===== src/hw/pphy_pkg.sv =====
// Package for the parallel controller-side port of the serial transceiver.
// Assumes a single 20 MHz system clock; shared by the port top and the transmit gearbox.
package pphy_pkg;

    // Clock and timing
    localparam int CLK_HZ        = 20_000_000;
    localparam int CLK_PERIOD_NS = 1_000_000_000 / CLK_HZ;
    localparam int SYM_DIV_DEF   = 4;
    // Longest wait for the lane to finish receiver detection
    localparam int DET_WAIT_NS   = 1000;
    localparam logic [7:0] DET_WAIT_COUNT = 8'(DET_WAIT_NS / CLK_PERIOD_NS);

    // Power state selection
    localparam logic [1:0] PWR_P0  = 2'h0;
    localparam logic [1:0] PWR_P0S = 2'h1;
    localparam logic [1:0] PWR_P1  = 2'h2;

    // Receive status encoding
    localparam logic [2:0] RXS_OK        = 3'h0;
    localparam logic [2:0] RXS_SKP_ADD   = 3'h1;
    localparam logic [2:0] RXS_SKP_DROP  = 3'h2;
    localparam logic [2:0] RXS_RCVR_DET  = 3'h3;
    localparam logic [2:0] RXS_DECODE    = 3'h4;
    localparam logic [2:0] RXS_OVERFLOW  = 3'h5;
    localparam logic [2:0] RXS_UNDERFLOW = 3'h6;
    localparam logic [2:0] RXS_DISPARITY = 3'h7;
    localparam int RXS_ERR_BIT = 2;

    localparam logic [7:0] UNUSED_BYTE = 8'h00;

    // Register map
    localparam logic [3:0] REG_STATUS = 4'h0;
    localparam logic [3:0] REG_CLEAR  = 4'h4;
    localparam logic [3:0] REG_ENABLE = 4'h8;
    localparam logic [3:0] REG_STATE  = 4'hc;

    // Event bits of status, clear and enable
    localparam int EV_DETECT   = 0;
    localparam int EV_RX_ERR   = 1;
    localparam int EV_LOOP     = 2;
    localparam int EV_LOCKLOSS = 3;
    localparam int NUM_EV      = 4;

    typedef enum logic [1:0] {OP_READY, OP_DETECT, OP_LOOP} pphy_op_t;

endpackage


===== src/hw/pphy_sym_if.sv =====
// Symbol stream between the transmit gearbox and the port top.
// Assumes one symbol per strobe, all on the system clock.
`timescale 1ns/1ps
interface pphy_sym_if;
    logic [7:0] sym;
    logic       k;
    logic       stb;

    modport src (output sym, output k, output stb);
    modport dst (input sym, input k, input stb);
endinterface


===== src/hw/pphy_port.sv =====
// Controller-side parallel port of the serial transceiver.
// Assumes lane-side symbol core on CLOCK; controller pins are asynchronous.
//
// Contract
// - Transmit-idle high keeps the serial transmitter in electrical idle.
// - In P0 with idle low, controller transmit symbols are sent.
// - Compliance high forces the transmit running disparity negative.
// - Detect/loopback request starts receiver detection or loopback.
// - Strap low at reset release: single rate, sixteen bits on rising edge.
// - Strap high: double rate, low byte and flag 0 on both edges.
// - Single rate: earlier symbol on low byte, later on high byte.
// - Double rate: earlier symbol at rising edge, later at falling edge.
// - Single rate: flag 0 qualifies low byte, flag 1 high byte.
// - Double rate: flag 0 qualifies same-phase low byte; flag 1 unused.
// - Flag is 0 for a data symbol, 1 for a control symbol.
// - Receive output clock is the internal parallel-interface clock.
// - Three-bit receive status reports ok, skips, detect and errors.
// - Receive-valid shows symbol lock and valid receive data.
`timescale 1ns/1ps
module pphy_port
    import pphy_pkg::*;
#(
    parameter int SYM_DIV = SYM_DIV_DEF
)
(
    // Clock and reset
    input  wire logic        CLOCK,
    input  wire logic        SYS_RST,
    // Controller transmit pins
    input  wire logic        TRANSMIT_IDLE_FORCE,
    input  wire logic [1:0]  POWER_STATE_SELECT,
    input  wire logic        TRANSMIT_COMPLIANCE,
    input  wire logic        DETECT_OR_LOOPBACK_REQUEST,
    input  wire logic [15:0] TRANSMIT_SYMBOL_LINES,
    input  wire logic [1:0]  TRANSMIT_CONTROL_FLAGS,
    input  wire logic        RATE_SELECT_STRAP,
    // Controller receive pins
    output logic             RECEIVE_CLOCK,
    output logic [15:0]      RECEIVE_SYMBOL_LINES,
    output logic [1:0]       RECEIVE_CONTROL_FLAGS,
    output logic [2:0]       RECEIVE_STATUS,
    output logic             RECEIVE_VALID,
    output logic             PHY_STATUS,
    // Lane receive side
    input  wire logic [7:0]  LANE_RX_SYMBOL,
    input  wire logic        LANE_RX_K,
    input  wire logic [2:0]  LANE_RX_STATUS,
    input  wire logic        LANE_RX_LOCK,
    input  wire logic        LANE_DETECT_DONE,
    input  wire logic        LANE_DETECT_FOUND,
    // Lane transmit side
    output logic [7:0]       LANE_TX_SYMBOL,
    output logic             LANE_TX_K,
    output logic             LANE_TX_STROBE,
    output logic             LANE_TX_ELEC_IDLE,
    output logic             LANE_TX_FORCE_NEG,
    output logic             LANE_DETECT_START,
    output logic             LANE_LOOPBACK,
    // Register port
    input  wire logic [3:0]  REG_ADDR,
    input  wire logic [31:0] REG_WDATA,
    input  wire logic        REG_WRITE,
    input  wire logic        REG_READ,
    output logic [31:0]      REG_RDATA,
    output logic             IRQ
);
    localparam int DIV_W = $clog2(SYM_DIV);
    localparam logic [DIV_W-1:0] DIV_LAST = DIV_W'(SYM_DIV - 1);
    localparam logic [DIV_W-1:0] DIV_MID  = DIV_W'(SYM_DIV / 2);
    localparam int SYNC_W = 24;

    generate
        if (SYM_DIV < 2 || (SYM_DIV % 2) != 0)
        begin : g_bad_div
            $error("SYM_DIV must be even and at least 2");
        end
    endgenerate

    ////////////////////////////////////////////////////////////////////////
    // Pin synchronisers and strap capture

    logic [SYNC_W-1:0] sync_q;
    logic              s_idle;
    logic [1:0]        s_pwr;
    logic              s_comp;
    logic              s_req;
    logic [15:0]       s_txd;
    logic [1:0]        s_txk;
    logic              s_strap;
    logic              was_rst;
    logic              ddr_mode;

    pphy_sync #(.W(SYNC_W)) u_sync (
        .clk (CLOCK),
        .d   ({TRANSMIT_IDLE_FORCE, POWER_STATE_SELECT, TRANSMIT_COMPLIANCE,
               DETECT_OR_LOOPBACK_REQUEST, TRANSMIT_SYMBOL_LINES,
               TRANSMIT_CONTROL_FLAGS, RATE_SELECT_STRAP}),
        .q   (sync_q)
    );

    assign {s_idle, s_pwr, s_comp, s_req, s_txd, s_txk, s_strap} = sync_q;

    always_ff @(posedge CLOCK)
    begin
        was_rst <= SYS_RST;
    end

    // Caught on the first edge after release, then frozen
    always_ff @(posedge CLOCK)
    begin
        if (SYS_RST)
            ddr_mode <= 1'b0;
        else if (was_rst)
            ddr_mode <= s_strap;
    end

    ////////////////////////////////////////////////////////////////////////
    // Symbol slot divider and parallel clock

    logic [DIV_W-1:0] div_cnt;
    logic             slot;
    logic             mid;
    logic             rise;
    logic             pub;

    always_ff @(posedge CLOCK)
    begin
        if (SYS_RST || div_cnt == DIV_LAST)
            div_cnt <= '0;
        else
            div_cnt <= div_cnt + 1'b1;
    end

    assign slot = (div_cnt == '0);
    assign mid  = (div_cnt == DIV_MID);
    assign rise = slot && !RECEIVE_CLOCK;
    // Data change mid-phase so they are settled at each sampling edge
    assign pub  = mid && (ddr_mode || !RECEIVE_CLOCK);

    // Half a period per symbol; transmit sampling also keys off it
    always_ff @(posedge CLOCK)
    begin
        if (SYS_RST)
            RECEIVE_CLOCK <= 1'b0;
        else if (slot)
            RECEIVE_CLOCK <= !RECEIVE_CLOCK;
    end

    ////////////////////////////////////////////////////////////////////////
    // Receive path

    logic [7:0] lo_sym;
    logic [7:0] hi_sym;
    logic       lo_k;
    logic       hi_k;
    logic [2:0] lo_st;
    logic [2:0] hi_st;
    logic       lock_cap;
    logic [2:0] next_status;
    logic       det_pend;
    logic       ev_found;

    always_ff @(posedge CLOCK)
    begin
        if (SYS_RST)
        begin
            {lo_sym, lo_k, lo_st} <= '0;
            {hi_sym, hi_k, hi_st} <= '0;
            lock_cap              <= 1'b0;
        end
        else if (slot)
        begin
            lock_cap <= LANE_RX_LOCK;
            if (rise || ddr_mode)
                {lo_sym, lo_k, lo_st} <= {LANE_RX_SYMBOL, LANE_RX_K,
                                          LANE_RX_STATUS};
            else
                {hi_sym, hi_k, hi_st} <= {LANE_RX_SYMBOL, LANE_RX_K,
                                          LANE_RX_STATUS};
        end
    end

    always_comb
    begin
        if (det_pend)
            next_status = RXS_RCVR_DET;
        else if (!ddr_mode && hi_st != RXS_OK)
            next_status = hi_st;
        else
            next_status = lo_st;
    end

    always_ff @(posedge CLOCK)
    begin
        if (SYS_RST)
        begin
            RECEIVE_SYMBOL_LINES  <= '0;
            RECEIVE_CONTROL_FLAGS <= '0;
            RECEIVE_STATUS        <= RXS_OK;
            RECEIVE_VALID         <= 1'b0;
        end
        else if (pub)
        begin
            if (ddr_mode)
            begin
                RECEIVE_SYMBOL_LINES  <= {UNUSED_BYTE, lo_sym};
                RECEIVE_CONTROL_FLAGS <= {1'b0, lo_k};
            end
            else
            begin
                RECEIVE_SYMBOL_LINES  <= {hi_sym, lo_sym};
                RECEIVE_CONTROL_FLAGS <= {hi_k, lo_k};
            end
            RECEIVE_STATUS <= next_status;
            RECEIVE_VALID  <= lock_cap;
        end
    end

    // A detection result waits for the next publish; a new one wins
    always_ff @(posedge CLOCK)
    begin
        if (SYS_RST)
            det_pend <= 1'b0;
        else if (ev_found)
            det_pend <= 1'b1;
        else if (pub)
            det_pend <= 1'b0;
    end

    ////////////////////////////////////////////////////////////////////////
    // Transmit path

    pphy_sym_if tx_if ();
    logic       loop_mode;

    pphy_tx_gear u_tx_gear (
        .clk      (CLOCK),
        .rst      (SYS_RST),
        .ddr_mode (ddr_mode),
        .slot     (slot),
        .rise     (rise),
        .data     (s_txd),
        .flags    (s_txk),
        .out      (tx_if.src)
    );

    always_ff @(posedge CLOCK)
    begin
        if (SYS_RST)
        begin
            LANE_TX_SYMBOL    <= UNUSED_BYTE;
            LANE_TX_K         <= 1'b0;
            LANE_TX_STROBE    <= 1'b0;
            LANE_TX_ELEC_IDLE <= 1'b1;
            LANE_TX_FORCE_NEG <= 1'b0;
        end
        else
        begin
            LANE_TX_ELEC_IDLE <= s_idle;
            LANE_TX_FORCE_NEG <= s_comp;
            if (loop_mode)
            begin
                // Received symbols go straight back out
                LANE_TX_SYMBOL <= LANE_RX_SYMBOL;
                LANE_TX_K      <= LANE_RX_K;
                LANE_TX_STROBE <= slot && !s_idle;
            end
            else
            begin
                LANE_TX_SYMBOL <= tx_if.sym;
                LANE_TX_K      <= tx_if.k;
                LANE_TX_STROBE <= tx_if.stb && !s_idle;
            end
        end
    end

    ////////////////////////////////////////////////////////////////////////
    // Detection and loopback sequencing

    pphy_op_t   op;
    logic       req_q;
    logic       req_rise;
    logic [7:0] det_timer;
    logic       det_end;

    assign req_rise  = s_req && !req_q;
    assign loop_mode = (op == OP_LOOP);
    assign det_end   = (op == OP_DETECT)
                       && (LANE_DETECT_DONE || det_timer == '0);
    assign ev_found  = (op == OP_DETECT) && LANE_DETECT_DONE
                       && LANE_DETECT_FOUND;

    always_ff @(posedge CLOCK)
    begin
        if (SYS_RST)
            req_q <= 1'b0;
        else
            req_q <= s_req;
    end

    // Requests in P0s are ignored; the controller keeps idle there
    always_ff @(posedge CLOCK)
    begin
        if (SYS_RST)
        begin
            op                <= OP_READY;
            det_timer         <= '0;
            LANE_DETECT_START <= 1'b0;
            LANE_LOOPBACK     <= 1'b0;
            PHY_STATUS        <= 1'b0;
        end
        else
        begin
            LANE_DETECT_START <= 1'b0;
            PHY_STATUS        <= 1'b0;
            unique case (op)
                OP_READY:
                begin
                    if (req_rise && s_pwr == PWR_P1)
                    begin
                        op                <= OP_DETECT;
                        det_timer         <= DET_WAIT_COUNT;
                        LANE_DETECT_START <= 1'b1;
                    end
                    else if (req_rise && s_pwr == PWR_P0)
                    begin
                        op            <= OP_LOOP;
                        LANE_LOOPBACK <= 1'b1;
                    end
                end
                OP_DETECT:
                begin
                    if (det_end)
                    begin
                        op         <= OP_READY;
                        PHY_STATUS <= 1'b1;
                    end
                    else
                        det_timer <= det_timer - 1'b1;
                end
                OP_LOOP:
                begin
                    if (!s_req)
                    begin
                        op            <= OP_READY;
                        LANE_LOOPBACK <= 1'b0;
                    end
                end
            endcase
        end
    end

    ////////////////////////////////////////////////////////////////////////
    // Registers and interrupt

    logic [NUM_EV-1:0] ev;
    logic [NUM_EV-1:0] irq_status;
    logic [NUM_EV-1:0] irq_enable;
    logic [NUM_EV-1:0] clr;

    always_comb
    begin
        ev              = '0;
        ev[EV_DETECT]   = det_end;
        ev[EV_RX_ERR]   = pub && next_status[RXS_ERR_BIT];
        ev[EV_LOOP]     = (op == OP_READY) && req_rise && s_pwr == PWR_P0;
        ev[EV_LOCKLOSS] = slot && lock_cap && !LANE_RX_LOCK;
    end

    assign clr = (REG_WRITE && REG_ADDR == REG_CLEAR)
                 ? REG_WDATA[NUM_EV-1:0] : '0;

    // Set wins over a clear in the same cycle
    always_ff @(posedge CLOCK)
    begin
        if (SYS_RST)
            irq_status <= '0;
        else
            irq_status <= (irq_status & ~clr) | ev;
    end

    always_ff @(posedge CLOCK)
    begin
        if (SYS_RST)
            irq_enable <= '0;
        else if (REG_WRITE && REG_ADDR == REG_ENABLE)
            irq_enable <= REG_WDATA[NUM_EV-1:0];
    end

    always_ff @(posedge CLOCK)
    begin
        if (SYS_RST)
            IRQ <= 1'b0;
        else
            IRQ <= |(irq_status & irq_enable);
    end

    // Read data stand one cycle only; unmapped offsets read zero
    always_ff @(posedge CLOCK)
    begin
        if (SYS_RST || !REG_READ)
            REG_RDATA <= '0;
        else
        begin
            unique case (REG_ADDR)
                REG_STATUS: REG_RDATA <= 32'(irq_status);
                REG_ENABLE: REG_RDATA <= 32'(irq_enable);
                REG_STATE:  REG_RDATA <= 32'({ddr_mode, op, s_pwr,
                                              RECEIVE_VALID});
                default:    REG_RDATA <= '0;
            endcase
        end
    end

    ////////////////////////////////////////////////////////////////////////
    // Assertions

    localparam int DET_LIMIT  = 260;
    localparam int STAT_LIMIT = 2 * SYM_DIV + 2;
endmodule


===== src/hw/pphy_sync.sv =====
// Two-flop synchroniser for a group of pin inputs.
// Assumes the pins are quasi-static relative to the symbol rate.
`timescale 1ns/1ps
module pphy_sync #(
    parameter int W = 1
)
(
    // Clock
    input  wire logic         clk,
    // Pins in, synchronised out
    input  wire logic [W-1:0] d,
    output logic      [W-1:0] q
);
    logic [W-1:0] meta;

    // No reset, so straps flow through while reset is held
    always_ff @(posedge clk)
    begin
        meta <= d;
        q    <= meta;
    end
endmodule


===== src/hw/pphy_tx_gear.sv =====
// Transmit gearbox: controller words to one lane symbol per slot.
// Assumes slot and rise pulses from the port top's clock divider.
`timescale 1ns/1ps
module pphy_tx_gear
    import pphy_pkg::*;
(
    // Clock and reset
    input  wire logic        clk,
    input  wire logic        rst,
    // Timing and mode
    input  wire logic        ddr_mode,
    input  wire logic        slot,
    input  wire logic        rise,
    // Controller word
    input  wire logic [15:0] data,
    input  wire logic [1:0]  flags,
    // Symbol stream out
    pphy_sym_if.src          out
);

    logic [7:0] held_sym;
    logic       held_k;

    always_ff @(posedge clk)
    begin
        if (rst)
        begin
            out.sym  <= UNUSED_BYTE;
            out.k    <= 1'b0;
            out.stb  <= 1'b0;
            held_sym <= UNUSED_BYTE;
            held_k   <= 1'b0;
        end
        else
        begin
            out.stb <= slot;
            if (slot && (ddr_mode || rise))
            begin
                // Low byte goes first in single rate and is the only byte sent in double rate
                out.sym  <= data[7:0];
                out.k    <= flags[0];
                held_sym <= data[15:8];
                held_k   <= flags[1];
            end
            else if (slot)
            begin
                out.sym <= held_sym;
                out.k   <= held_k;
            end
        end
    end
endmodule


===== config.mk =====
export PLATFORM = sky130hd
export DESIGN_NAME = pphy_port
export DESIGN_NICKNAME = d
export VERILOG_FILES = /design/src/hw/pphy_pkg.sv /design/src/hw/pphy_sym_if.sv /design/src/hw/pphy_port.sv /design/src/hw/pphy_sync.sv /design/src/hw/pphy_tx_gear.sv
export SDC_FILE = /design/constraint.sdc
export NUM_CORES = 1
export LEC_CHECK = 0
export BUFFER_PORTS_ARGS = -buffer_cell sky130_fd_sc_hd__buf_2
export CAP_MARGIN = 20
export CORE_ASPECT_RATIO = 1.4
export CORE_UTILIZATION = 43
export DETAILED_ROUTE_END_ITERATION = 6
export MAX_ROUTING_LAYER = met4
export PLACE_DENSITY_LB_ADDON = 0.08
export SETUP_SLACK_MARGIN = 0.4
export SLEW_MARGIN = 20
export SYNTH_ARGS = -nofsm -noshare
export SYNTH_HDL_FRONTEND = slang
export SYNTH_SLANG_ARGS = --single-unit

===== constraint.sdc =====
create_clock -name CLOCK -period 4.4 [get_ports CLOCK]
set_clock_uncertainty 0.05 [all_clocks]
set_input_delay 0.88 -clock CLOCK [delete_from_list [all_inputs] [get_ports CLOCK]]
set_output_delay 0.88 -clock CLOCK [all_outputs]
set_load 0.02 [all_outputs]

== Word-level counts from Yosys, hierarchy flattened ==
Cells that the tools add are included.

* Flip-flop bits (word level): 187
* Output and inout bits: 71

* Add/sub/neg operators: 2
* Eq/ne operators: 15
* Mux-type cells: 29
* Bitwise operators: 7
* Reductions and logical operators: 48

{| class="wikitable"
|+ Operator list
! operator !! count
|-
| 2-to-1 mux 8 bit || 5
|-
| logical AND 1 bit || 19
|-
| one-hot mux 6 bit (3 select lines) || 1
|-
| 2-to-1 mux 16 bit || 1
|-
| one-hot mux 8 bit (2 select lines) || 1
|-
| != test 2 bit (second input constant) || 6
|-
| 2-to-1 mux 1 bit || 11
|-
| 2-to-1 mux 2 bit || 5
|-
| bitwise AND 4 bit || 2
|-
| equality test 2 bit (second input constant) || 4
|-
| equality test 4 bit (second input constant) || 2
|-
| zero test 8 bit || 1
|-
| nonzero test 2 bit || 4
|-
| subtractor 8 x 1 -> 8 bit (second input constant) || 1
|-
| zero test 1 bit || 6
|-
| zero test 2 bit || 3
|-
| 2-to-1 mux 3 bit || 2
|-
| one-hot mux 2 bit (3 select lines) || 1
|-
| AND reduction 3 bit || 2
|-
| logical OR 1 bit || 5
|-
| equality test 4 x 3 -> 1 bit (second input constant) || 1
|-
| zero test 4 bit || 1
|-
| 2-to-1 mux 4 bit || 1
|-
| inverter 4 bit || 1
|-
| other kinds (11) || 15
|}

== Logic depth before layout (Yosys ltp) ==
* Depth after elaboration: 6
* Mapped depth: 7
* Gate-level depth less buffers: 6

== Modules after synthesis ==
Synthesis repeated with hierarchy kept, for this count alone.

* Cell total of the unflattened synthesis: 586
* Area, all modules: 5854.4 µm²

{| class="wikitable"
|+ By module, submodules not included
! module !! instances !! cells an instance !! area an instance (µm²)
|-
| pphy_port || 1 || 446 || 4005.1
|-
| pphy_sync || 1 || 48 || 960.9
|-
| pphy_tx_gear || 1 || 92 || 888.4
|}

== Worst setup path before layout ==
OpenSTA, ideal clock, no wires.

* Path type: input-to-reg
* Start point: in LANE_DETECT_DONE
* End point: reg det_timer[7]
* Data arrival time: 2.061 ns
* Data required time: 4.280 ns
* Path slack: 2.219 ns
* Stages: 5
* Buffers on the path: 1
* Path through: and2_1 a221o_1 buf_6 or4_1 a21oi_1

* Cells in the longest elaborated chain, start to end: 4

{| class="wikitable"
|+ RTL lines
! what !! RTL line !! text
|-
| from (decl) || pphy_port.sv:49 || <nowiki>input wire logic LANE_DETECT_DONE,</nowiki>
|-
| logical OR 1 bit || pphy_port.sv:289 || <nowiki>&& (LANE_DETECT_DONE || det_timer == '0);</nowiki>
|-
| logical AND 1 bit || pphy_port.sv:289 ||
|-
| != test 2 bit (no line) || -- ||
|-
| AND reduction 3 bit (no line) || -- ||
|-
| to (signal assigned) || pphy_port.sv:339 || <nowiki>det_timer <= det_timer - 1'b1;</nowiki>
|-
| to (decl) || pphy_port.sv:283 || <nowiki>logic [7:0] det_timer;</nowiki>
|}

No other way between the ends.
A chain may end at the register's enable or synchronous reset.

== Worst setup path in the final report ==
* Start point: reg div_cnt[0]
* End point: reg u_tx_gear.out.sym[7]

* Cells in the longest elaborated chain, start to end: 5
* Elaborated cells on any way between the ends: 6

{| class="wikitable"
|+ RTL lines
! what !! RTL line !! text
|-
| from (decl) || pphy_port.sv:120 || <nowiki>logic [DIV_W-1:0] div_cnt;</nowiki>
|-
| from (signal assigned) || pphy_port.sv:131 || <nowiki>div_cnt <= div_cnt + 1'b1;</nowiki>
|-
| zero test 2 bit * || pphy_port.sv:134 || <nowiki>assign slot = (div_cnt == '0);</nowiki>
|-
| via slot || pphy_port.sv:121 || <nowiki>logic slot;</nowiki>
|-
| logical AND 1 bit || pphy_port.sv:136 || <nowiki>assign rise = slot && !RECEIVE_CLOCK;</nowiki>
|-
| logical OR 1 bit || pphy_tx_gear.sv:37 || <nowiki>if (slot && (ddr_mode || rise))</nowiki>
|-
| logical AND 1 bit || pphy_tx_gear.sv:37 ||
|-
| 2-to-1 mux 8 bit or nonzero test 2 bit (tied branches) || -- ||
|-
| to (signal assigned) || pphy_tx_gear.sv:40 || <nowiki>out.sym <= data[7:0];</nowiki>
|-
| to (signal assigned) || pphy_tx_gear.sv:47 || <nowiki>out.sym <= held_sym;</nowiki>
|-
| to (decl) || pphy_sym_if.sv:9 || <nowiki>modport src (output sym, output k, output stb);</nowiki>
|}

The timed path passes the listed nets; every way through them passes the cells marked *.

==> metrics.txt <==
status finished with violations; failing checks design-rule violations; yosys warns 0; Peak Freq roughly 0.44 GHz; part of the cycle the worst path needs between 50% and 60%; post-synth cell types 47; endpoints failing setup 0; logic gate share of total power between 10% and 20%; nets@finish 739; Sw Share between 20% and 30%; Starting Density 44.8%; Post-synth EDFFs 0; Clock Tree Buf Depth 2; row cnt 48; syn_area_per_cell between 9 and 10 µm²; share of cells above drive strength 1 approximately 21%; later-pin clock latency in the skew report just over 400 ps; CTS tree yes; Final Non-Filler Cells between 800 and 900; vias in the first global route 3,836; worst hold slack about 280 ps; H-Tree Level Count 4; Final Util 53.4%; post-route ant nets 0; Hold Path Class reg -> reg; hold_buf cts 0; dominant synthesized flop cell dfxtp_1; Routed Wire Length approximately 11,000 µm; initial antenna violation count 0; drt drc 11; CTS Buf Count 17; post-CTS setup buffers 0; Mapped Area ~0.0056 mm²; number of I/O pins 150; sw power between 0.0009 and 0.001 W; root buffer cell clkbuf_16; Die W around 98 µm; total number of vias 4,062; post-synthesis sequential area ratio 57.6%; Post-Place Cells around 780; clock sink total around 160; Startpoint Class flop; minimum clock period after layout around 2300 ps; die area between 0.01 and 0.015 mm²; Int Pwr around 0.0027 W; largest net degree at the start of global routing between 100 and 150; most common cell after layout, fill and taps aside dfxtp_1; maxcap violations 0; CTS clk-pin slew, worst paths 60 ps; DRT iter0 DRCs between 150 and 200; GRT Util Overall a little under a fifth; DRT Pass-1 Iters 6; crit path DAT 2540 ps; most frequent cells in the layout dfxtp_1, buf_2, nand2_1; Routability Congestion just over 0.8; P&R area growth vs syn 19.4%; Final Max Tran Viols 0; asr flop ratio synth 0%; Critical Path RT ~4700 ps; Post-Route Setup TNS 0 ps; #FFs+latches synth around 160; Hold Vio Cnt, Final 0; via density per instance 4.99; # port buffers between 90 and 100; wire per inst between 10 and 15 µm; P per Cell Area roughly 550 mW/mm²; core region area approximately 0.012 mm²; RSZ-0062 raised after global routing false; die height about 140 µm; Seq pwr share roughly 44%; Final HPWL DP roughly 8000 µm; Slew @ Worst Pin roughly 1100 ps; critical path endpoint category flop; critical path class reg -> reg; # diodes 0; clock power share between 40% and 50%; GRT overflow 0; Leakage Power ~2.9 nW; first-pass GRT wire length 18,200 µm; CP max FO 30; Max IR drop VDD 0.000294 V; max-slew headroom at the worst pin between 20% and 30%; Cells after Synth 570; Resize count post-CTS 0
[synth_stat cells (5+ instances only)]
cell / instances / area share [%]
a21oi_1: 55 / 4.9
a22oi_1: 7 / 0.94
a311oi_1: 12 / 1.9
and4_1: 9 / 1.4
buf_4: 26 / 3.5
clkbuf_1: 27 / 1.8
dfxtp_1: 161 / 58
ha_1: 9 / 2.0
inv_1: 14 / 0.94
mux2i_1: 28 / 5.0
nand2_1: 78 / 5.2
nor2_1: 66 / 4.4
o21ai_0: 12 / 1.1
or4_1: 5 / 0.67
[layout make-up]
cell class                      instances  area, µm²
Tap cell                              150        188
Timing Repair Buffer                   95        478
Sequential cell                       161       3220
Clock buffer                           19        453
Clock inverter                         13        196
Fill cell                            1160       5820
Multi-Input combinational cell        362       2090
Inverter                               14       52.6
[per-layer routing]
metal  part of all wire [%]  up-vias  wire length (µm)  GRT usage (%)
li1                       -     2042                 -              -
met1                     43     1899              4810           20.0
met2                     52      115              5830           30.9
met3                    4.6        6               518           4.65
met4                   0.97        0               109           7.38
met5                      0        -                 0              -
[per-stage QoR]
stage / area, µm² / power [W] / setup slack [ps]
2_1_floorplan: 5690 / 0.00203 / 2220
3_3_place_gp: 6030 / 0.00213 / 2040
3_5_place_dp: 6030 / 0.00215 / 1990
4_1_cts: 6680 / 0.00374 / 2050
5_1_grt: 6680 / 0.00387 / 1890
6_report: 6680 / 0.00370 / 2120
[worst max-delay path, stage by stage, from the launching register on]
cell,delay [ps]
dfxtp_1,320
inv_1,100
ha_1,390
and2_1,880
nand2_1,140
a311oi_1,300
[path summary, 6_finish.rpt]
path / slack [ps] / from / cells after the start / end
max: 2120 / div_cnt[0] / 5 / u_tx_gear.out.sym[7]
max reg2reg: 2120 / div_cnt[0] / 5 / u_tx_gear.out.sym[7]
min reg2reg: 280 / u_sync.meta[23] / 0 / u_sync.q[23]
min: 280 / u_sync.meta[23] / 0 / u_sync.q[23]
[sequential cells by signal (all words and copies together), names as in the netlist, 6 cells and up]
signal / count
u_sync.meta: 24
u_sync.q: 24
RECEIVE_SYMBOL_LINES: 16
LANE_TX_SYMBOL: 8
det_timer: 8
hi_sym: 8
lo_sym: 8
u_tx_gear.held_sym: 8
u_tx_gear.out.sym: 8
REG_RDATA: 6
[logic make-up (layout without fill, tap and decap cells)]
group	after synthesis	count (layout)	share of synthesized area [%]
AND/OR/NAND/NOR	193	193	16.5
buffers and inverters	72	141	6.74
multiplexers	32	32	5.82
adder cells (fa/ha/maj)	9	9	2.01
XOR/XNOR	1	1	0.157
flip-flops	161	161	57.6
AO/OA/AOI/OAI	101	101	11.1
other	1	26	0.0671
[power by group through the flow]
stage	clock network (W)	registers, W	logic (W)
3_5_place_dp	0	0.00167	0.000474
3_3_place_gp	0	0.00167	0.000464
2_1_floorplan	0	0.00168	0.000350
5_1_grt	0.00169	0.00165	0.000526
4_1_cts	0.00162	0.00164	0.000475
6_report	0.00159	0.00164	0.000469
No activity file was read; power rests on OpenSTA's default activity.
